<file path="src/pkg/port_mode_pkg.sv">
// Purpose: Shared constants and carriers for the port mode and irq block
// Assumes: Avalon-MM byte addresses, 32-bit data words
// Notes:   All reset values of the mode register are zero
package port_mode_pkg;

  // ----------------------------------------------------------------
  // Register map (byte addresses)
  // ----------------------------------------------------------------
  localparam logic [7:0] ADDR_MODE = 8'h00;
  localparam logic [7:0] ADDR_CAPT0 = 8'h10;
  localparam logic [7:0] ADDR_CAPT3 = 8'h1c;
  localparam int ADDR_W = 8;

  // ----------------------------------------------------------------
  // Mode register fields
  // ----------------------------------------------------------------
  localparam int BIT_DEST_DIS = 26;
  localparam int BIT_SELF_RST = 25;
  localparam int BIT_MAINT_DIS = 24;
  localparam int BIT_MCAST_EN = 5;
  localparam int BIT_MCAST_ST = 4;
  localparam int BIT_RST_EN = 3;
  localparam int BIT_RST_ST = 2;
  localparam int BIT_PORTWRITE_IRQ_ENABLE = 1;
  localparam int BIT_PW_ST = 0;
  localparam logic [31:0] MODE_RESET = 32'h0000_0000;
  localparam logic [2:0] CTRL_RESET = 3'h0;
  localparam logic [2:0] EN_RESET = 3'h0;
  localparam logic [2:0] ST_RESET = 3'h0;

  // ----------------------------------------------------------------
  // Sizes and counts
  // ----------------------------------------------------------------
  localparam int RST_SYM_COUNT = 4;
  localparam int NUM_PORTS = 4;
  localparam int DEST_W = 16;
  localparam int PW_WORDS = 4;
  localparam int PW_BITS = 128;

  // ----------------------------------------------------------------
  // Carriers
  // ----------------------------------------------------------------
  // Received packet header seen by the filter
  typedef struct packed {
    logic valid;
    logic maint;
    logic [DEST_W-1:0] dest_id;
  } pkt_s;

  // Inbound port-write payload
  typedef struct packed {
    logic valid;
    logic [PW_BITS-1:0] payload;
  } pw_s;

  // Bus handshake states, one-hot
  typedef enum logic [2:0] {
    BUS_IDLE = 3'b001,
    BUS_FETCH = 3'b010,
    BUS_ACK = 3'b100
  } bus_state_e;

endpackage

</file>
<file path="src/port_mode_irq_control.sv">
// Purpose: Port mode control and status word with three sticky interrupts
// Assumes: Avalon-MM slave, all inputs synchronous to i_clk
// Notes:   Answers every access with waitrequest low in the third cycle
//
// Register access over Avalon-MM and the address map are this design's own decisions.
`timescale 1ns/100ps

// Overview of operation
// - Decode disabled: every non-maintenance packet reaches logical layer
// - Decode enabled: only base ID packets forwarded
// - Bit 25 picks interrupt or self-reset
// - Self-reset bit low: interrupt instead of reset
// - Self-reset bit high: request reset, restore defaults
// - Check enabled: mismatched maintenance packets go MAC
// - Check disabled: maintenance requests handled whatever ID
// - Bits 23 to 6 read zero
// - Multicast enable drives interrupt on event
// - Multicast status sticky, write one clears
// - Reset enable drives interrupt after sequence
// - Reset status sticky, write one clears
// - Port-write enable drives interrupt on arrival
// - Port-write status sets after payload capture
// - Payload captured into four read-only words
module port_mode_irq_control
  import port_mode_pkg::*;
#(
  parameter int PORTS = NUM_PORTS
) (
  // Clock and reset
  input wire logic i_clk,
  input wire logic i_nrst,
  // Avalon-MM slave
  input wire logic [ADDR_W-1:0] i_avs_address,
  input wire logic i_avs_read,
  input wire logic i_avs_write,
  input wire logic [31:0] i_avs_writedata,
  input wire logic [3:0] i_avs_byteenable,
  output logic [31:0] o_avs_readdata,
  output logic o_avs_waitrequest,
  // Link events
  input wire logic [PORTS-1:0] i_mcast_sym,
  input wire logic i_rst_sym,
  input wire logic i_other_sym,
  input wire pw_s i_pw,
  // Received packets
  input wire pkt_s i_pkt,
  input wire logic [DEST_W-1:0] i_base_id,
  // Packet routing strobes
  output logic o_pkt_to_logical,
  output logic o_pkt_dropped,
  output logic o_maint_to_mac,
  output logic o_maint_local,
  // Reset controller request
  output logic o_self_reset_req,
  // Interrupts
  output logic o_mcast_irq_out,
  output logic o_rst_irq_out,
  output logic o_portwrite_irq_out,
  output logic o_irq
);

  // ----------------------------------------------------------------
  // Reset release
  // ----------------------------------------------------------------
  logic [1:0] rst_sync_q; // Release shift chain
  logic rst_n; // Synchronised reset used everywhere

  // Assert at once, release after two edges
  always_ff @(posedge i_clk or negedge i_nrst) begin
    if (!i_nrst) begin
      rst_sync_q <= 2'b00;
    end else begin
      rst_sync_q <= {rst_sync_q[0], 1'b1};
    end
  end
  assign rst_n = rst_sync_q[1];

  // ----------------------------------------------------------------
  // Register state
  // ----------------------------------------------------------------
  logic dest_id_decode_disable_q; // Bit 26
  logic self_reset_q; // Bit 25
  logic maint_id_check_disable_q; // Bit 24
  logic mcast_irq_enable_q; // Bit 5
  logic mcast_irq_status_q; // Bit 4
  logic rst_irq_enable_q; // Bit 3
  logic rst_irq_status_q; // Bit 2
  logic portwrite_irq_enable_q; // Bit 1
  logic portwrite_irq_status_q; // Bit 0
  logic [31:0] mode_word; // Read view of the mode register
  logic seq_done; // Four reset symbols in a row
  logic pw_captured_q; // Payload now stored
  logic soft_rst; // Self-reset wipes our own registers

  // ----------------------------------------------------------------
  // Bus handshake
  // ----------------------------------------------------------------
  bus_state_e state_q; // Access phase
  logic req; // Master holds a request
  logic wr_take; // Write takes effect this edge
  logic hit_mode; // Address selects the mode word
  logic hit_capt; // Address selects a capture word
  logic [31:0] capt_rdata; // Registered capture read data
  logic [31:0] wmask; // Byte enables widened to bits
  logic [31:0] wbits; // Masked write data

  assign req = i_avs_read | i_avs_write;
  assign hit_mode = (i_avs_address == ADDR_MODE);
  assign hit_capt = (i_avs_address >= ADDR_CAPT0) && (i_avs_address <= ADDR_CAPT3)
    && (i_avs_address[1:0] == 2'b00);
  assign wr_take = (state_q == BUS_ACK) && i_avs_write;
  assign wmask = {{8{i_avs_byteenable[3]}}, {8{i_avs_byteenable[2]}},
    {8{i_avs_byteenable[1]}}, {8{i_avs_byteenable[0]}}};
  assign wbits = i_avs_writedata & wmask;

  // Idle, fetch, then one cycle with waitrequest low
  always_ff @(posedge i_clk or negedge rst_n) begin
    if (!rst_n) begin
      state_q <= BUS_IDLE;
      o_avs_waitrequest <= 1'b1;
    end else begin
      case (state_q)
        BUS_IDLE: begin
          if (req) begin
            state_q <= BUS_FETCH;
          end
        end
        BUS_FETCH: begin
          // Capture read data is ready now
          state_q <= BUS_ACK;
          o_avs_waitrequest <= 1'b0;
        end
        BUS_ACK: begin
          state_q <= BUS_IDLE;
          o_avs_waitrequest <= 1'b1;
        end
        default: begin
          state_q <= BUS_IDLE;
          o_avs_waitrequest <= 1'b1;
        end
      endcase
    end
  end

  // Read data loaded as waitrequest falls; unmapped reads give zero
  always_ff @(posedge i_clk or negedge rst_n) begin
    if (!rst_n) begin
      o_avs_readdata <= 32'h0000_0000;
    end else if (state_q == BUS_FETCH) begin
      if (!i_avs_read) begin
        o_avs_readdata <= 32'h0000_0000;
      end else if (hit_mode) begin
        o_avs_readdata <= mode_word;
      end else if (hit_capt) begin
        o_avs_readdata <= capt_rdata;
      end else begin
        o_avs_readdata <= 32'h0000_0000;
      end
    end
  end

  // Reserved bits tie to zero in the read view
  always_comb begin
    mode_word = MODE_RESET;
    mode_word[BIT_DEST_DIS] = dest_id_decode_disable_q;
    mode_word[BIT_SELF_RST] = self_reset_q;
    mode_word[BIT_MAINT_DIS] = maint_id_check_disable_q;
    mode_word[BIT_MCAST_EN] = mcast_irq_enable_q;
    mode_word[BIT_MCAST_ST] = mcast_irq_status_q;
    mode_word[BIT_RST_EN] = rst_irq_enable_q;
    mode_word[BIT_RST_ST] = rst_irq_status_q;
    mode_word[BIT_PORTWRITE_IRQ_ENABLE] = portwrite_irq_enable_q;
    mode_word[BIT_PW_ST] = portwrite_irq_status_q;
  end

  // ----------------------------------------------------------------
  // Control and enable bits
  // ----------------------------------------------------------------
  // Self-reset returns these to their defaults too
  always_ff @(posedge i_clk or negedge rst_n) begin
    if (!rst_n) begin
      {dest_id_decode_disable_q, self_reset_q, maint_id_check_disable_q} <= CTRL_RESET;
      {mcast_irq_enable_q, rst_irq_enable_q, portwrite_irq_enable_q} <= EN_RESET;
    end else if (soft_rst) begin
      {dest_id_decode_disable_q, self_reset_q, maint_id_check_disable_q} <= CTRL_RESET;
      {mcast_irq_enable_q, rst_irq_enable_q, portwrite_irq_enable_q} <= EN_RESET;
    end else if (wr_take && hit_mode) begin
      if (i_avs_byteenable[3]) begin
        dest_id_decode_disable_q <= i_avs_writedata[BIT_DEST_DIS];
        self_reset_q <= i_avs_writedata[BIT_SELF_RST];
        maint_id_check_disable_q <= i_avs_writedata[BIT_MAINT_DIS];
      end
      if (i_avs_byteenable[0]) begin
        mcast_irq_enable_q <= i_avs_writedata[BIT_MCAST_EN];
        rst_irq_enable_q <= i_avs_writedata[BIT_RST_EN];
        portwrite_irq_enable_q <= i_avs_writedata[BIT_PORTWRITE_IRQ_ENABLE];
      end
    end
  end

  // ----------------------------------------------------------------
  // Reset symbol sequence
  // ----------------------------------------------------------------
  reset_seq_detect #(
    .COUNT(RST_SYM_COUNT)
  ) u_seq (
    .i_clk(i_clk),
    .i_rst_n(rst_n),
    .i_rst_sym(i_rst_sym),
    .i_other_sym(i_other_sym),
    .o_seq_done(seq_done)
  );

  // Bit 25 decides between reset request and interrupt
  assign soft_rst = seq_done && self_reset_q;

  // Pulse toward the reset controller
  always_ff @(posedge i_clk or negedge rst_n) begin
    if (!rst_n) begin
      o_self_reset_req <= 1'b0;
    end else begin
      o_self_reset_req <= soft_rst;
    end
  end

  // ----------------------------------------------------------------
  // Port-write capture
  // ----------------------------------------------------------------
  pw_capture_mem #(
    .WORDS(PW_WORDS)
  ) u_capt (
    .i_clk(i_clk),
    .i_rst_n(rst_n),
    .i_wr(i_pw.valid),
    .i_wdata(i_pw.payload),
    .i_raddr(i_avs_address[3:2]),
    .o_rdata(capt_rdata)
  );

  // Status follows one edge after the payload is stored
  always_ff @(posedge i_clk or negedge rst_n) begin
    if (!rst_n) begin
      pw_captured_q <= 1'b0;
    end else begin
      pw_captured_q <= i_pw.valid;
    end
  end

  // ----------------------------------------------------------------
  // Sticky status bits
  // ----------------------------------------------------------------
  logic w1c_mcast; // Software clears multicast
  logic w1c_rst; // Software clears reset status
  logic w1c_pw; // Software clears port-write

  assign w1c_mcast = wr_take && hit_mode && wbits[BIT_MCAST_ST];
  assign w1c_rst = wr_take && hit_mode && wbits[BIT_RST_ST];
  assign w1c_pw = wr_take && hit_mode && wbits[BIT_PW_ST];

  // Set beats a write-one clear; only a self-reset drops an event
  always_ff @(posedge i_clk or negedge rst_n) begin
    if (!rst_n) begin
      {mcast_irq_status_q, rst_irq_status_q, portwrite_irq_status_q} <= ST_RESET;
    end else if (soft_rst) begin
      {mcast_irq_status_q, rst_irq_status_q, portwrite_irq_status_q} <= ST_RESET;
    end else begin
      // Events set whatever the enables say
      mcast_irq_status_q <= (|i_mcast_sym) | (mcast_irq_status_q & ~w1c_mcast);
      rst_irq_status_q <= seq_done | (rst_irq_status_q & ~w1c_rst);
      portwrite_irq_status_q <= pw_captured_q | (portwrite_irq_status_q & ~w1c_pw);
    end
  end

  // ----------------------------------------------------------------
  // Interrupt outputs
  // ----------------------------------------------------------------
  logic irq_d; // Any enabled status bit

  // Enables gate only the combined line
  assign irq_d = (mcast_irq_enable_q & mcast_irq_status_q)
    | (rst_irq_enable_q & rst_irq_status_q)
    | (portwrite_irq_enable_q & portwrite_irq_status_q);

  // Registered copies keep outputs glitch free; one cycle behind status
  always_ff @(posedge i_clk or negedge rst_n) begin
    if (!rst_n) begin
      o_mcast_irq_out <= 1'b0;
      o_rst_irq_out <= 1'b0;
      o_portwrite_irq_out <= 1'b0;
      o_irq <= 1'b0;
    end else begin
      o_mcast_irq_out <= mcast_irq_status_q;
      o_rst_irq_out <= rst_irq_status_q;
      o_portwrite_irq_out <= portwrite_irq_status_q;
      o_irq <= irq_d;
    end
  end

  // ----------------------------------------------------------------
  // Packet filter
  // ----------------------------------------------------------------
  logic id_match; // Destination equals base ID

  assign id_match = (i_pkt.dest_id == i_base_id);

  // One strobe per packet, a cycle after it is seen
  always_ff @(posedge i_clk or negedge rst_n) begin
    if (!rst_n) begin
      o_pkt_to_logical <= 1'b0;
      o_pkt_dropped <= 1'b0;
      o_maint_to_mac <= 1'b0;
      o_maint_local <= 1'b0;
    end else begin
      o_pkt_to_logical <= 1'b0;
      o_pkt_dropped <= 1'b0;
      o_maint_to_mac <= 1'b0;
      o_maint_local <= 1'b0;
      if (i_pkt.valid && i_pkt.maint) begin
        if (maint_id_check_disable_q || id_match) begin
          o_maint_local <= 1'b1;
        end else begin
          o_maint_to_mac <= 1'b1;
        end
      end else if (i_pkt.valid) begin
        if (dest_id_decode_disable_q) begin
          o_pkt_to_logical <= 1'b1;
        end else if (id_match) begin
          o_pkt_to_logical <= 1'b1;
        end else begin
          o_pkt_dropped <= 1'b1;
        end
      end
    end
  end
endmodule

</file>
<file path="src/pw_capture_mem.sv">
// Purpose: Holds the four captured port-write payload words
// Assumes: Whole payload written in one cycle
// Notes:   Read data come out of a register, one cycle after the address
`timescale 1ns/100ps
module pw_capture_mem
  import port_mode_pkg::*;
#(
  parameter int WORDS = PW_WORDS
) (
  // Clock and reset
  input wire logic i_clk,
  input wire logic i_rst_n,
  // Write side
  input wire logic i_wr,
  input wire logic [WORDS*32-1:0] i_wdata,
  // Read side
  input wire logic [$clog2(WORDS)-1:0] i_raddr,
  output logic [31:0] o_rdata
);

  // Storage, word 0 holds the lowest payload bits
  logic [31:0] mem_q [WORDS];

  // ----------------------------------------------------------------
  // Storage per word
  // ----------------------------------------------------------------
  for (genvar g = 0; g < WORDS; g++) begin : g_word
    // Word g takes bits 32*g upward
    always_ff @(posedge i_clk or negedge i_rst_n) begin
      if (!i_rst_n) begin
        mem_q[g] <= 32'h0000_0000;
      end else if (i_wr) begin
        mem_q[g] <= i_wdata[g*32 +: 32];
      end
    end
  end

  // Registered read port
  always_ff @(posedge i_clk or negedge i_rst_n) begin
    if (!i_rst_n) begin
      o_rdata <= 32'h0000_0000;
    end else begin
      o_rdata <= mem_q[i_raddr];
    end
  end

endmodule

</file>
<file path="src/reset_seq_detect.sv">
// Purpose: Detects a run of consecutive link-request reset symbols
// Assumes: One symbol strobe per cycle at most
// Notes:   A symbol on i_other_sym breaks the run; multicast symbols never reach this block
`timescale 1ns/100ps
module reset_seq_detect
  import port_mode_pkg::*;
#(
  parameter int COUNT = RST_SYM_COUNT
) (
  // Clock and reset
  input wire logic i_clk,
  input wire logic i_rst_n,
  // Symbol strobes
  input wire logic i_rst_sym,
  input wire logic i_other_sym,
  // One-cycle pulse when the run completes
  output logic o_seq_done
);

  localparam int CNT_W = $clog2(COUNT + 1);
  localparam logic [CNT_W-1:0] LAST = CNT_W'(COUNT - 1);

  // Symbols seen so far in the current run
  logic [CNT_W-1:0] cnt_q;

  // Run counter, restarts after a completed run
  always_ff @(posedge i_clk or negedge i_rst_n) begin
    if (!i_rst_n) begin
      cnt_q <= '0;
      o_seq_done <= 1'b0;
    end else begin
      o_seq_done <= 1'b0;
      if (i_rst_sym) begin
        if (cnt_q == LAST) begin
          cnt_q <= '0;
          o_seq_done <= 1'b1;
        end else begin
          cnt_q <= cnt_q + CNT_W'(1);
        end
      end else if (i_other_sym) begin
        cnt_q <= '0;
      end
    end
  end

endmodule

</file>
<file path="config.mk">
export PLATFORM = sky130hd
export DESIGN_NAME = port_mode_irq_control
export DESIGN_NICKNAME = d
export VERILOG_FILES = /design/src/pkg/port_mode_pkg.sv /design/src/port_mode_irq_control.sv /design/src/pw_capture_mem.sv /design/src/reset_seq_detect.sv
export SDC_FILE = /design/constraint.sdc
export NUM_CORES = 1
export LEC_CHECK = 0
export BUFFER_PORTS_ARGS = -buffer_cell sky130_fd_sc_hd__buf_2
export CORE_MARGIN = 2
export CORE_UTILIZATION = 58
export CTS_BUF_LIST = sky130_fd_sc_hd__clkbuf_8
export DETAILED_ROUTE_END_ITERATION = 6
export GPL_TIMING_DRIVEN = 0
export PLACE_DENSITY = 0.95
export SLEW_MARGIN = 25
export SYNTH_ARGS = -nofsm -noshare
export SYNTH_HDL_FRONTEND = slang
export SYNTH_SLANG_ARGS = --single-unit
</file>
<file path="constraint.sdc">
create_clock -name i_clk -period 14.65 [get_ports i_clk]
set_input_delay 0.7325 -clock i_clk [delete_from_list [all_inputs] [get_ports i_clk]]
set_output_delay 0.7325 -clock i_clk [all_outputs]
set_load 0.005 [all_outputs]
</file>
# ---- Word level (Yosys, flattened, before mapping)
# Index checks and enable logic that the tools add are counted.
dict set report totals {
  latch_bits 0
  ramBits 0
  input_bits 217
  regBits 221
  n_memories 0
  rom_bits 0
}
dict set report classes {
  order_cmp 3
  n_mux 47
  n_bitwise 17
  eq_ne 6
  reduce_logical 19
  n_div 0
  n_mul 0
  n_addsub 1
  n_shift 0
}
# operator n
set ops {}
lappend ops {{two-way mux 32 bit} 5}
lappend ops {{binary-select mux 32 bit (select 2 bit)} 1}
lappend ops {{two-way mux 1 bit} 35}
lappend ops {{equality test 16 bit} 1}
lappend ops {{two-way mux 3 bit} 4}
lappend ops {{logical AND 1 bit} 9}
lappend ops {{greater-or-equal comparator 8 x 5 -> 1 bit (second input constant)} 1}
lappend ops {{<= comparator 8 x 5 -> 1 bit (second input constant)} 1}
lappend ops {{logical NOT 8 bit} 1}
lappend ops {{nonzero test 2 bit} 4}
lappend ops {{AND 1 bit} 6}
lappend ops {{equality test 3 x 2 -> 1 bit (second input constant)} 2}
lappend ops {{bitwise OR 1 bit} 6}
lappend ops {{one-hot mux 3 bit (2 select lines)} 1}
lappend ops {{AND 5 bit} 1}
lappend ops {{AND reduction 2 bit} 2}
lappend ops {{OR reduction 4 bit} 1}
lappend ops {{adder 3 x 1 -> 3 bit (second input constant)} 1}
lappend ops {{equality test 3 x 1 -> 1 bit (second input constant)} 1}
lappend ops {{equality test 3 bit (second input constant)} 1}
lappend ops {{greater-or-equal comparator 3 bit (second input constant)} 1}
lappend ops {{inverter 1 bit} 3}
lappend ops {{inverter 2 -> 3 bit} 1}
lappend ops {{logical NOT 2 bit} 1}
lappend ops {{other kinds (3)} 3}

# ---- Logic depth before layout (Yosys ltp)
# Gate-level depths: netlist of the first run.
dict set report depth {
  depth_word 8
  depth_mapped 8
}

# ---- By module
# From an unflattened synthesis of the first run, not the netlist that was laid out.
dict set report unflattened {
  cells_unflattened 545
  area_unflattened_um2 8877.3
}
# mod seq_area_each_um2 area_each_um2 cells_per_inst n_inst
set by_module_without_submodules {}
lappend by_module_without_submodules {pw_capture_mem 4003.8 6357.3 341 1}
lappend by_module_without_submodules {port_mode_irq_control 1428.9 2338.5 189 1}
lappend by_module_without_submodules {reset_seq_detect 100.1 181.4 15 1}

# ---- Least setup slack after synthesis of the first run
# OpenSTA, ideal clock, no wires.
dict set report synth_timing {
  kind {input to register}
  start {input i_avs_address[3]}
  end {register rst_irq_status_q}
  path_stages 5
  setup_slack_ns 12.663
  setup_time_ns 0.135
  t_arrival_ns 1.852
  t_required_ns 14.515
  path_buffers 1
  path_cell_list {clkbuf_1 > nor4_1 > nand4_1 > nor3b_1 > nor3_1}
}
dict set report synth_via {
  elab_chain_len 7
}
# element line_no
set synth_lines {}
lappend synth_lines {{start: declaration} port_mode_irq_control.sv:33} ;# input wire logic [ADDR_W-1:0] i_avs_address,
lappend synth_lines {{logical NOT 8 bit} port_mode_irq_control.sv:108} ;# assign hit_mode = (i_avs_address == ADDR_MODE);
lappend synth_lines {{logical AND 1 bit (2 in a row)} port_mode_irq_control.sv:257} ;# assign w1c_rst = wr_take && hit_mode && wbits[BIT_RST_ST];
lappend synth_lines {{inverter 1 bit} port_mode_irq_control.sv:269} ;# rst_irq_status_q <= seq_done | (rst_irq_status_q & ~w1c_rst);
lappend synth_lines {{AND 1 bit} port_mode_irq_control.sv:269}
lappend synth_lines {{bitwise OR 1 bit} port_mode_irq_control.sv:269}
lappend synth_lines {{two-way mux 1 bit} port_mode_irq_control.sv:264} ;# end else if (soft_rst) begin
lappend synth_lines {{end signal: assignment} port_mode_irq_control.sv:269}
lappend synth_lines {{end: declaration} port_mode_irq_control.sv:87} ;# logic rst_irq_status_q;
# No other way between the ends.
# A chain may end at the register's enable or synchronous reset.

# ---- Final worst setup path of the first run
# Same ends and word-level chain as after synthesis.

==> results of run 1 <==
[where the power goes]
part           switching [mW]  leakage, nW  total [mW]  internal (mW)
clock                   0.234        0.415       0.525          0.291
combinational          0.0758         2.16       0.166         0.0904
sequential             0.0322         2.67       0.705          0.673
[sequential cells by signal, indices dropped and copies added, names as in the netlist, 2 cells and up]
signal and count:
o_avs_readdata 32, rst_sync_q 2, state_q 3, u_capt.mem_q 128
u_capt.o_rdata 32, u_seq.cnt_q 3
[logic make-up (layout without fill, tap and decap cells)]
kind of cell | count (synthesis) | count (layout) | share of synthesized area (%)
xor+xnor | 16 | 16 | 1.60
simple gates | 52 | 52 | 3.26
compound gates | 50 | 50 | 4.40
buf+inv | 38 | 337 | 2.00
other cells | 1 | 3 | 0.0428
mux | 166 | 166 | 25.4
fa+ha+maj | 1 | 1 | 0.143
flops | 221 | 221 | 63.2
[critical path: stages]
cell      delay, ns
clkbuf_1       0.24
nor4_1         0.52
nand4_1        0.43
nor3b_1        0.32
nor3_1         0.08
[cells in the final DEF, fill, tap and decap left out, types with 3 or more instances in the layout]
cell type  count
inv_1         19
mux4_2        32
nand2b_1       4
dfrtp_1      218
clkbuf_1      20
mux2_2       128
o21ai_0       11
a22o_1        23
buf_16         3
nor3_1         5
nand4_1        6
buf_2        239
xnor2_1       16
clkbuf_8      48
nand2_1       11
nor2_1        13
a22oi_1        9
nor4_1         3
mux2i_1        6
[per-stage QoR]
step / area (sq um) / util (%)
after global placement: 10100 / 69.3
after global routing: 11000 / 75.0
after detailed placement: 10200 / 70.0
final: 11000 / 75.0
after floorplan: 8760 / -
after CTS: 11000 / 75.0
[path summary, 6_finish.rpt]
kind	to	slack, ns	depth (start not counted)
setup / recovery	rst_irq_status_q	12.70	5
hold / removal	u_capt.mem_q[68]	0.25	0
setup reg to reg	o_avs_readdata[17]	12.78	8
hold reg to reg	u_capt.mem_q[68]	0.25	0
max in group asynchronous	o_avs_waitrequest	13.49	2
min in group i_clk	rst_sync_q[1]	0.35	0
[routing by layer]
layer  part of all wire [%]  global-route usage [%]
met1                     39                    34.9
met2                     51                    45.7
met3                    6.0                    5.74
met4                    3.5                    12.7
met5                  0.023                       0
[cell type report]
type / count / area [sq um]
repair buffers: 236 / 1270
diodes: 2 / 5.00
multi-input cells: 286 / 3050
fillers: 902 / 3650
flip-flops and latches: 221 / 5540
well taps: 184 / 230
plain buffers: 32 / 153
inverters: 6 / 22.5
clock buffers: 48 / 661
clock inverters: 15 / 63.8
[what timing repair did]
| action | 4_1_cts | 5_1_grt |
|---|---|---|
| gates resized for setup | 0 | 0 |
| hold buffers | 1 | 0 |
| hold endpoints to repair | 2 | 0 |
[synthesized netlist by cell type]
cell type,count
a32o_1,1
nand2_1,11
buf_4,2
nor3b_1,2
xnor2_1,16
o211a_1,1
or2_1,1
and3_1,1
mux4_2,32
nor4b_1,1
nor3_1,5
nand2b_1,4
o21a_1,1
buf_2,8
mux2i_1,6
nor4_4,1
a222oi_1,1
buf_6,2
dfstp_2,2
o21ba_2,1
nor2_1,13
a31o_2,1
ha_1,1
mux2_2,128
o21ai_0,11
a22oi_1,9
and2_1,2
nor4bb_1,1
dfrtp_1,219
inv_1,6
and3b_1,1
conb_1,1
nor4_1,3
a22o_1,23
clkbuf_1,20
a21oi_1,1
nand4_1,6
==> impl_metrics.py, run 1 <==
metrics = {
    "status": {
        "status": "completed",
    },
    "global_route": {
        "grt_pass1_vias": 6410,
        "gr-total-overflow": 0,
        "grt_max_degree": 55,
        "antenna_found_initial": 3,
        "track_usage_pct": 27.4,
        "grt_pass1_wl_um": 33500,
    },
    "clock_tree": {
        "cts_setup_buffers": 0,
        "clk_path_buf_depth": 3,
        "cts.sinks": 221,
        "cts_buffers": 36,
        "htreeDepth": 2,
        "clk_pin_slew_ns": 0.06,
        "root_buffer": "clkbuf_8",
        "cts_tree": "done",
        "clk_latency_ns": 0.52,
    },
    "timing": {
        "finalSetupViolCount": 0,
        "finalMaxSlewViolations": 0,
        "clock.fmax_mhz": 513,
        "whs_ns": 0.255,
        "finalCriticalPeriod_ns": 1.95,
        "skew_ns": 0.0183,
        "timing.setup.tns_ns": 0,
        "rsz0062_at_grt": "no",
        "relSlewSlack_pct": 40.4,
        "hold_viol": 0,
        "fin_ws_ns": 12.70,
        "post-route-period-util_pct": 13.3,
        "tightestPinTransition_ns": 0.894,
    },
    "floorplan": {
        "core_area_sq_um": 14600,
        "fp.dieH_um": 127,
        "design.die.area_sq_um": 16100,
        "initial_core_util_pct": 59.8,
        "num_rows": 44,
        "die_w_um": 127,
        "boundaryPins": 259,
    },
    "synthesis": {
        "synth_seq_cells": 221,
        "avgSynthCellArea_sq_um": 16.1,
        "ys_types": 37,
        "netlist_top_cells_area": "dfrtp_1 63%, mux2_2 16%, mux4_2 8.2%, a22o_1 2.3%, xnor2_1 1.6%",
        "yosysTopAreaCellShare_pct": 62.6,
        "synth_area_sq_um": 8760,
        "synth.net_count": 763,
        "yosysWarningCount": 0,
        "netlist_instances": 545,
        "synth_largest_area_cell": "dfrtp_1",
        "seq_area_frac_synth_pct": 63.2,
    },
    "critical_path": {
        "critPathLaunchType": "input pin",
        "path_max_fanout": 6,
        "startpoint": "i_avs_address[3]",
        "path_class": "in -> reg",
        "crit_path_end_kind": "flop",
        "r2r-start": "state_q[0]",
        "cp.arrival_ns": 2.33,
        "cp.required_ns": 15.03,
    },
    "placement": {
        "dp.final_hpwl_um": 15000,
        "placed_cells_incl_taps": 964,
        "place_congestion": 0.817,
        "io_buffers": 231,
        "dpl_worst_slack_ns": 12.16,
    },
    "hold_path": {
        "hold_class": "reg -> async",
    },
    "routing": {
        "first_pass_iters": 5,
        "wire_per_inst_um": 20.7,
        "vias": 5821,
        "wl_um": 21300,
        "ant_nets": 0,
        "drt_iter0_drc": 303,
        "drc": 0,
        "vias_per_cell": 5.65,
    },
    "power": {
        "p_leak_nw": 5.25,
        "finalPower_mw": 1.40,
        "p_per_area_nw_per_um2": 127,
        "peakVddDrop_mv": 0.111,
    },
    "cells_and_area": {
        "instances_no_fill": 1030,
        "layout-area-overhead-vs-synth_pct": 25.5,
        "layout.nets": 1037,
        "drive_gt1_share_pct": 54.9,
    },
    "flow_run": {
        "maxCapViolCount": 0,
    },
}
Note: power is estimated with default switching activity, not from simulation.
==> run 2: changes to the inputs <==
--- a/config.mk
+++ b/config.mk
@@ -7,11 +7,11 @@
 export LEC_CHECK = 0
 export BUFFER_PORTS_ARGS = -buffer_cell sky130_fd_sc_hd__buf_2
 export CORE_MARGIN = 2
-export CORE_UTILIZATION = 58
+export CORE_UTILIZATION = 48
 export CTS_BUF_LIST = sky130_fd_sc_hd__clkbuf_8
 export DETAILED_ROUTE_END_ITERATION = 6
 export GPL_TIMING_DRIVEN = 0
-export PLACE_DENSITY = 0.95
+export PLACE_DENSITY = 0.89
 export SLEW_MARGIN = 25
 export SYNTH_ARGS = -nofsm -noshare
 export SYNTH_HDL_FRONTEND = slang
==> constraint.sdc (replaced) <==
create_clock -name i_clk -period 1.6 [get_ports i_clk]
set_input_delay 0.08 -clock i_clk [delete_from_list [all_inputs] [get_ports i_clk]]
set_output_delay 0.08 -clock i_clk [all_outputs]
set_load 0.005 [all_outputs]
==> impl_metrics.py, run 2 (same netlist as run 1, synthesis figures left out) <==
metrics = {
    "status": {
        "status": "complete, but fails checks",
        "violations": "setup timing",
    },
    "timing": {
        "relSlewSlack_pct": 33.1,
        "whs_ns": 0.0265,
        "tightestPinTransition_ns": 1.00,
        "clock.fmax_mhz": 619,
        "finalCriticalPeriod_ns": 1.62,
        "timing.setup.tns_ns": -0.0206,
        "finalSetupViolCount": 2,
        "fin_ws_ns": -0.0168,
        "skew_ns": 0.0254,
        "post-route-period-util_pct": 101,
        "hold_viol": 0,
        "rsz0062_at_grt": "yes",
        "finalMaxSlewViolations": 0,
    },
    "cells_and_area": {
        "layout.nets": 1193,
        "final_cell_mix": "239 x buf_2, 217 x dfrtp_1, 149 x dlygate4sd3_1",
        "fin_area_sq_um": 12700,
        "top_regs": "u_capt.mem_q: 128 flops, o_avs_readdata: 32 flops, u_capt.o_rdata: 32 flops",
        "utilization_pct": 70.7,
        "largest_reg_flops": 128,
        "drive_gt1_share_pct": 48.5,
        "layout-area-overhead-vs-synth_pct": 44.6,
        "top_register": "u_capt.mem_q",
        "final_common_cell": "buf_2",
        "fillers": 1139,
    },
    "clock_tree": {
        "cts.sinks": 221,
        "cts_tree": "done",
        "htreeDepth": 2,
        "root_buffer": "clkbuf_8",
        "cts_buffers": 37,
        "clk_pin_slew_ns": 0.06,
        "clk_latency_ns": 0.54,
        "clk_path_buf_depth": 3,
    },
    "global_route": {
        "grt_util_met2_pct": 52.0,
        "antenna_found_initial": 1,
        "top_usage_layer": "met2",
        "gr-total-overflow": 0,
        "grt_pass1_wl_um": 42600,
        "use_met3_pct": 6.15,
        "grt_max_degree": 57,
        "grt_use_met1_pct": 32.0,
        "track_usage_pct": 29.1,
        "grt_pass1_vias": 7746,
    },
    "placement": {
        "place_area_sq_um": 10300,
        "dp.final_hpwl_um": 16100,
        "io_buffers": 231,
        "place_congestion": 0.810,
    },
    "flow_run": {
        "maxCapViolCount": 0,
    },
    "floorplan": {
        "initial_core_util_pct": 48.9,
        "core_area_sq_um": 17900,
        "boundaryPins": 259,
        "die_w_um": 139,
        "design.die.area_sq_um": 19300,
        "num_rows": 49,
        "fp.dieH_um": 139,
    },
    "routing": {
        "drt_iter0_drc": 396,
        "vias": 6783,
        "drc": 0,
        "ant_nets": 0,
        "wl_um": 28100,
        "first_pass_iters": 5,
        "vias_per_cell": 5.53,
        "wire_per_inst_um": 22.9,
    },
    "critical_path": {
        "worst_path_max_delay_cell": "dfstp_2",
        "crit_path_end_kind": "flop",
        "ff2ff_setup_slack_ns": -0.02,
        "r2r-end": "o_avs_readdata[10]",
        "worstPathCellList": "nand2b_4, or2_1, buf_6, inv_4, and3_4, buf_8, a22o_1",
        "critPathBufInv": 3,
        "r2r-start": "state_q[0]",
        "slowest_delay_ns": 0.53,
        "critPathTopFamily": "flip-flops",
        "cp.arrival_ns": 2.03,
        "path_max_fanout": 6,
        "path_class": "reg -> reg",
        "critPathLaunchType": "flop",
        "reg2regPathDepth": 7,
        "cp.required_ns": 2.01,
    },
    "power": {
        "p_per_area_nw_per_um2": 1070,
        "p_leak_nw": 5.91,
        "peakVddDrop_mv": 1.01,
    },
    "hold_path": {
        "hold_depth": 4,
        "hp-start": "i_avs_byteenable[3]",
        "hold_class": "in -> reg",
        "min_to": "self_reset_q",
    },
}
[run 2: per-layer routing]
layer / part of all wire [%] / vias to the layer above / wire, um
li1: - / 2852 / -
met2: 53 / 357 / 14900
met5: 0 / - / 0
met4: 6.4 / 0 / 1790
met1: 35 / 3424 / 9790
met3: 5.7 / 150 / 1590
[run 2: layout make-up]
type | instances | area, sq um | share of cell area [%]
Sequential cell | 221 | 5540 | 43.7
Multi-Input combinational cell | 286 | 3090 | 24.4
Timing Repair Buffer | 392 | 2840 | 22.4
Clock buffer | 48 | 661 | 5.22
Tap cell | 229 | 287 | 2.26
Buffer | 31 | 165 | 1.30
Clock inverter | 12 | 62.6 | 0.494
Inverter | 6 | 25.0 | 0.198
Antenna cell | 1 | 2.50 | 0.0198
[run 2: worst min-delay path: stages]
cell and delay (ns):
buf_2 0.10, nand4_1 0.15, mux2i_1 0.10, nor2_1 0.08
[run 2: report_power, final]
part,internal (mW),switching [mW]
registers,6.16,0.364
logic,1.15,0.831
clock network,2.68,2.38
total,9.99,3.58
[run 2: per-stage QoR]
stage	setup WS (ns)	total power, mW	cells
5_1_grt	-0.0464	14.1	1226
3_5_place_dp	-0.284	8.08	1009
2_1_floorplan	-0.638	7.39	545
3_3_place_gp	-1.38	7.94	1005
6_report	-0.0168	13.6	1226
4_1_cts	-0.0656	13.3	1222
[run 2: how the worst max path moves through the flow]
stage	startpoint	end	depth (start not counted)
floorplan	rst_sync_q[1]	dest_id_decode_disable_q	0
global placement	rst_sync_q[1]	o_avs_readdata[22]	0
detailed placement	i_avs_address[3]	mcast_irq_status_q	5
CTS	state_q[0]	o_avs_readdata[20]	8
global route	state_q[0]	o_avs_readdata[10]	7
finish	state_q[0]	o_avs_readdata[10]	7
[run 2: what timing repair did]
| item | CTS | global route |
|---|---|---|
| hold buffers | 149 | 0 |
| gates cloned | 0 | 2 |
| pin swaps | 2 | 2 |
| endpoints found under the setup margin | 38 | 38 |
| resized for setup | 11 | 14 |
| endpoints found under the hold margin | 150 | 0 |
| buffers inserted | 4 | 2 |
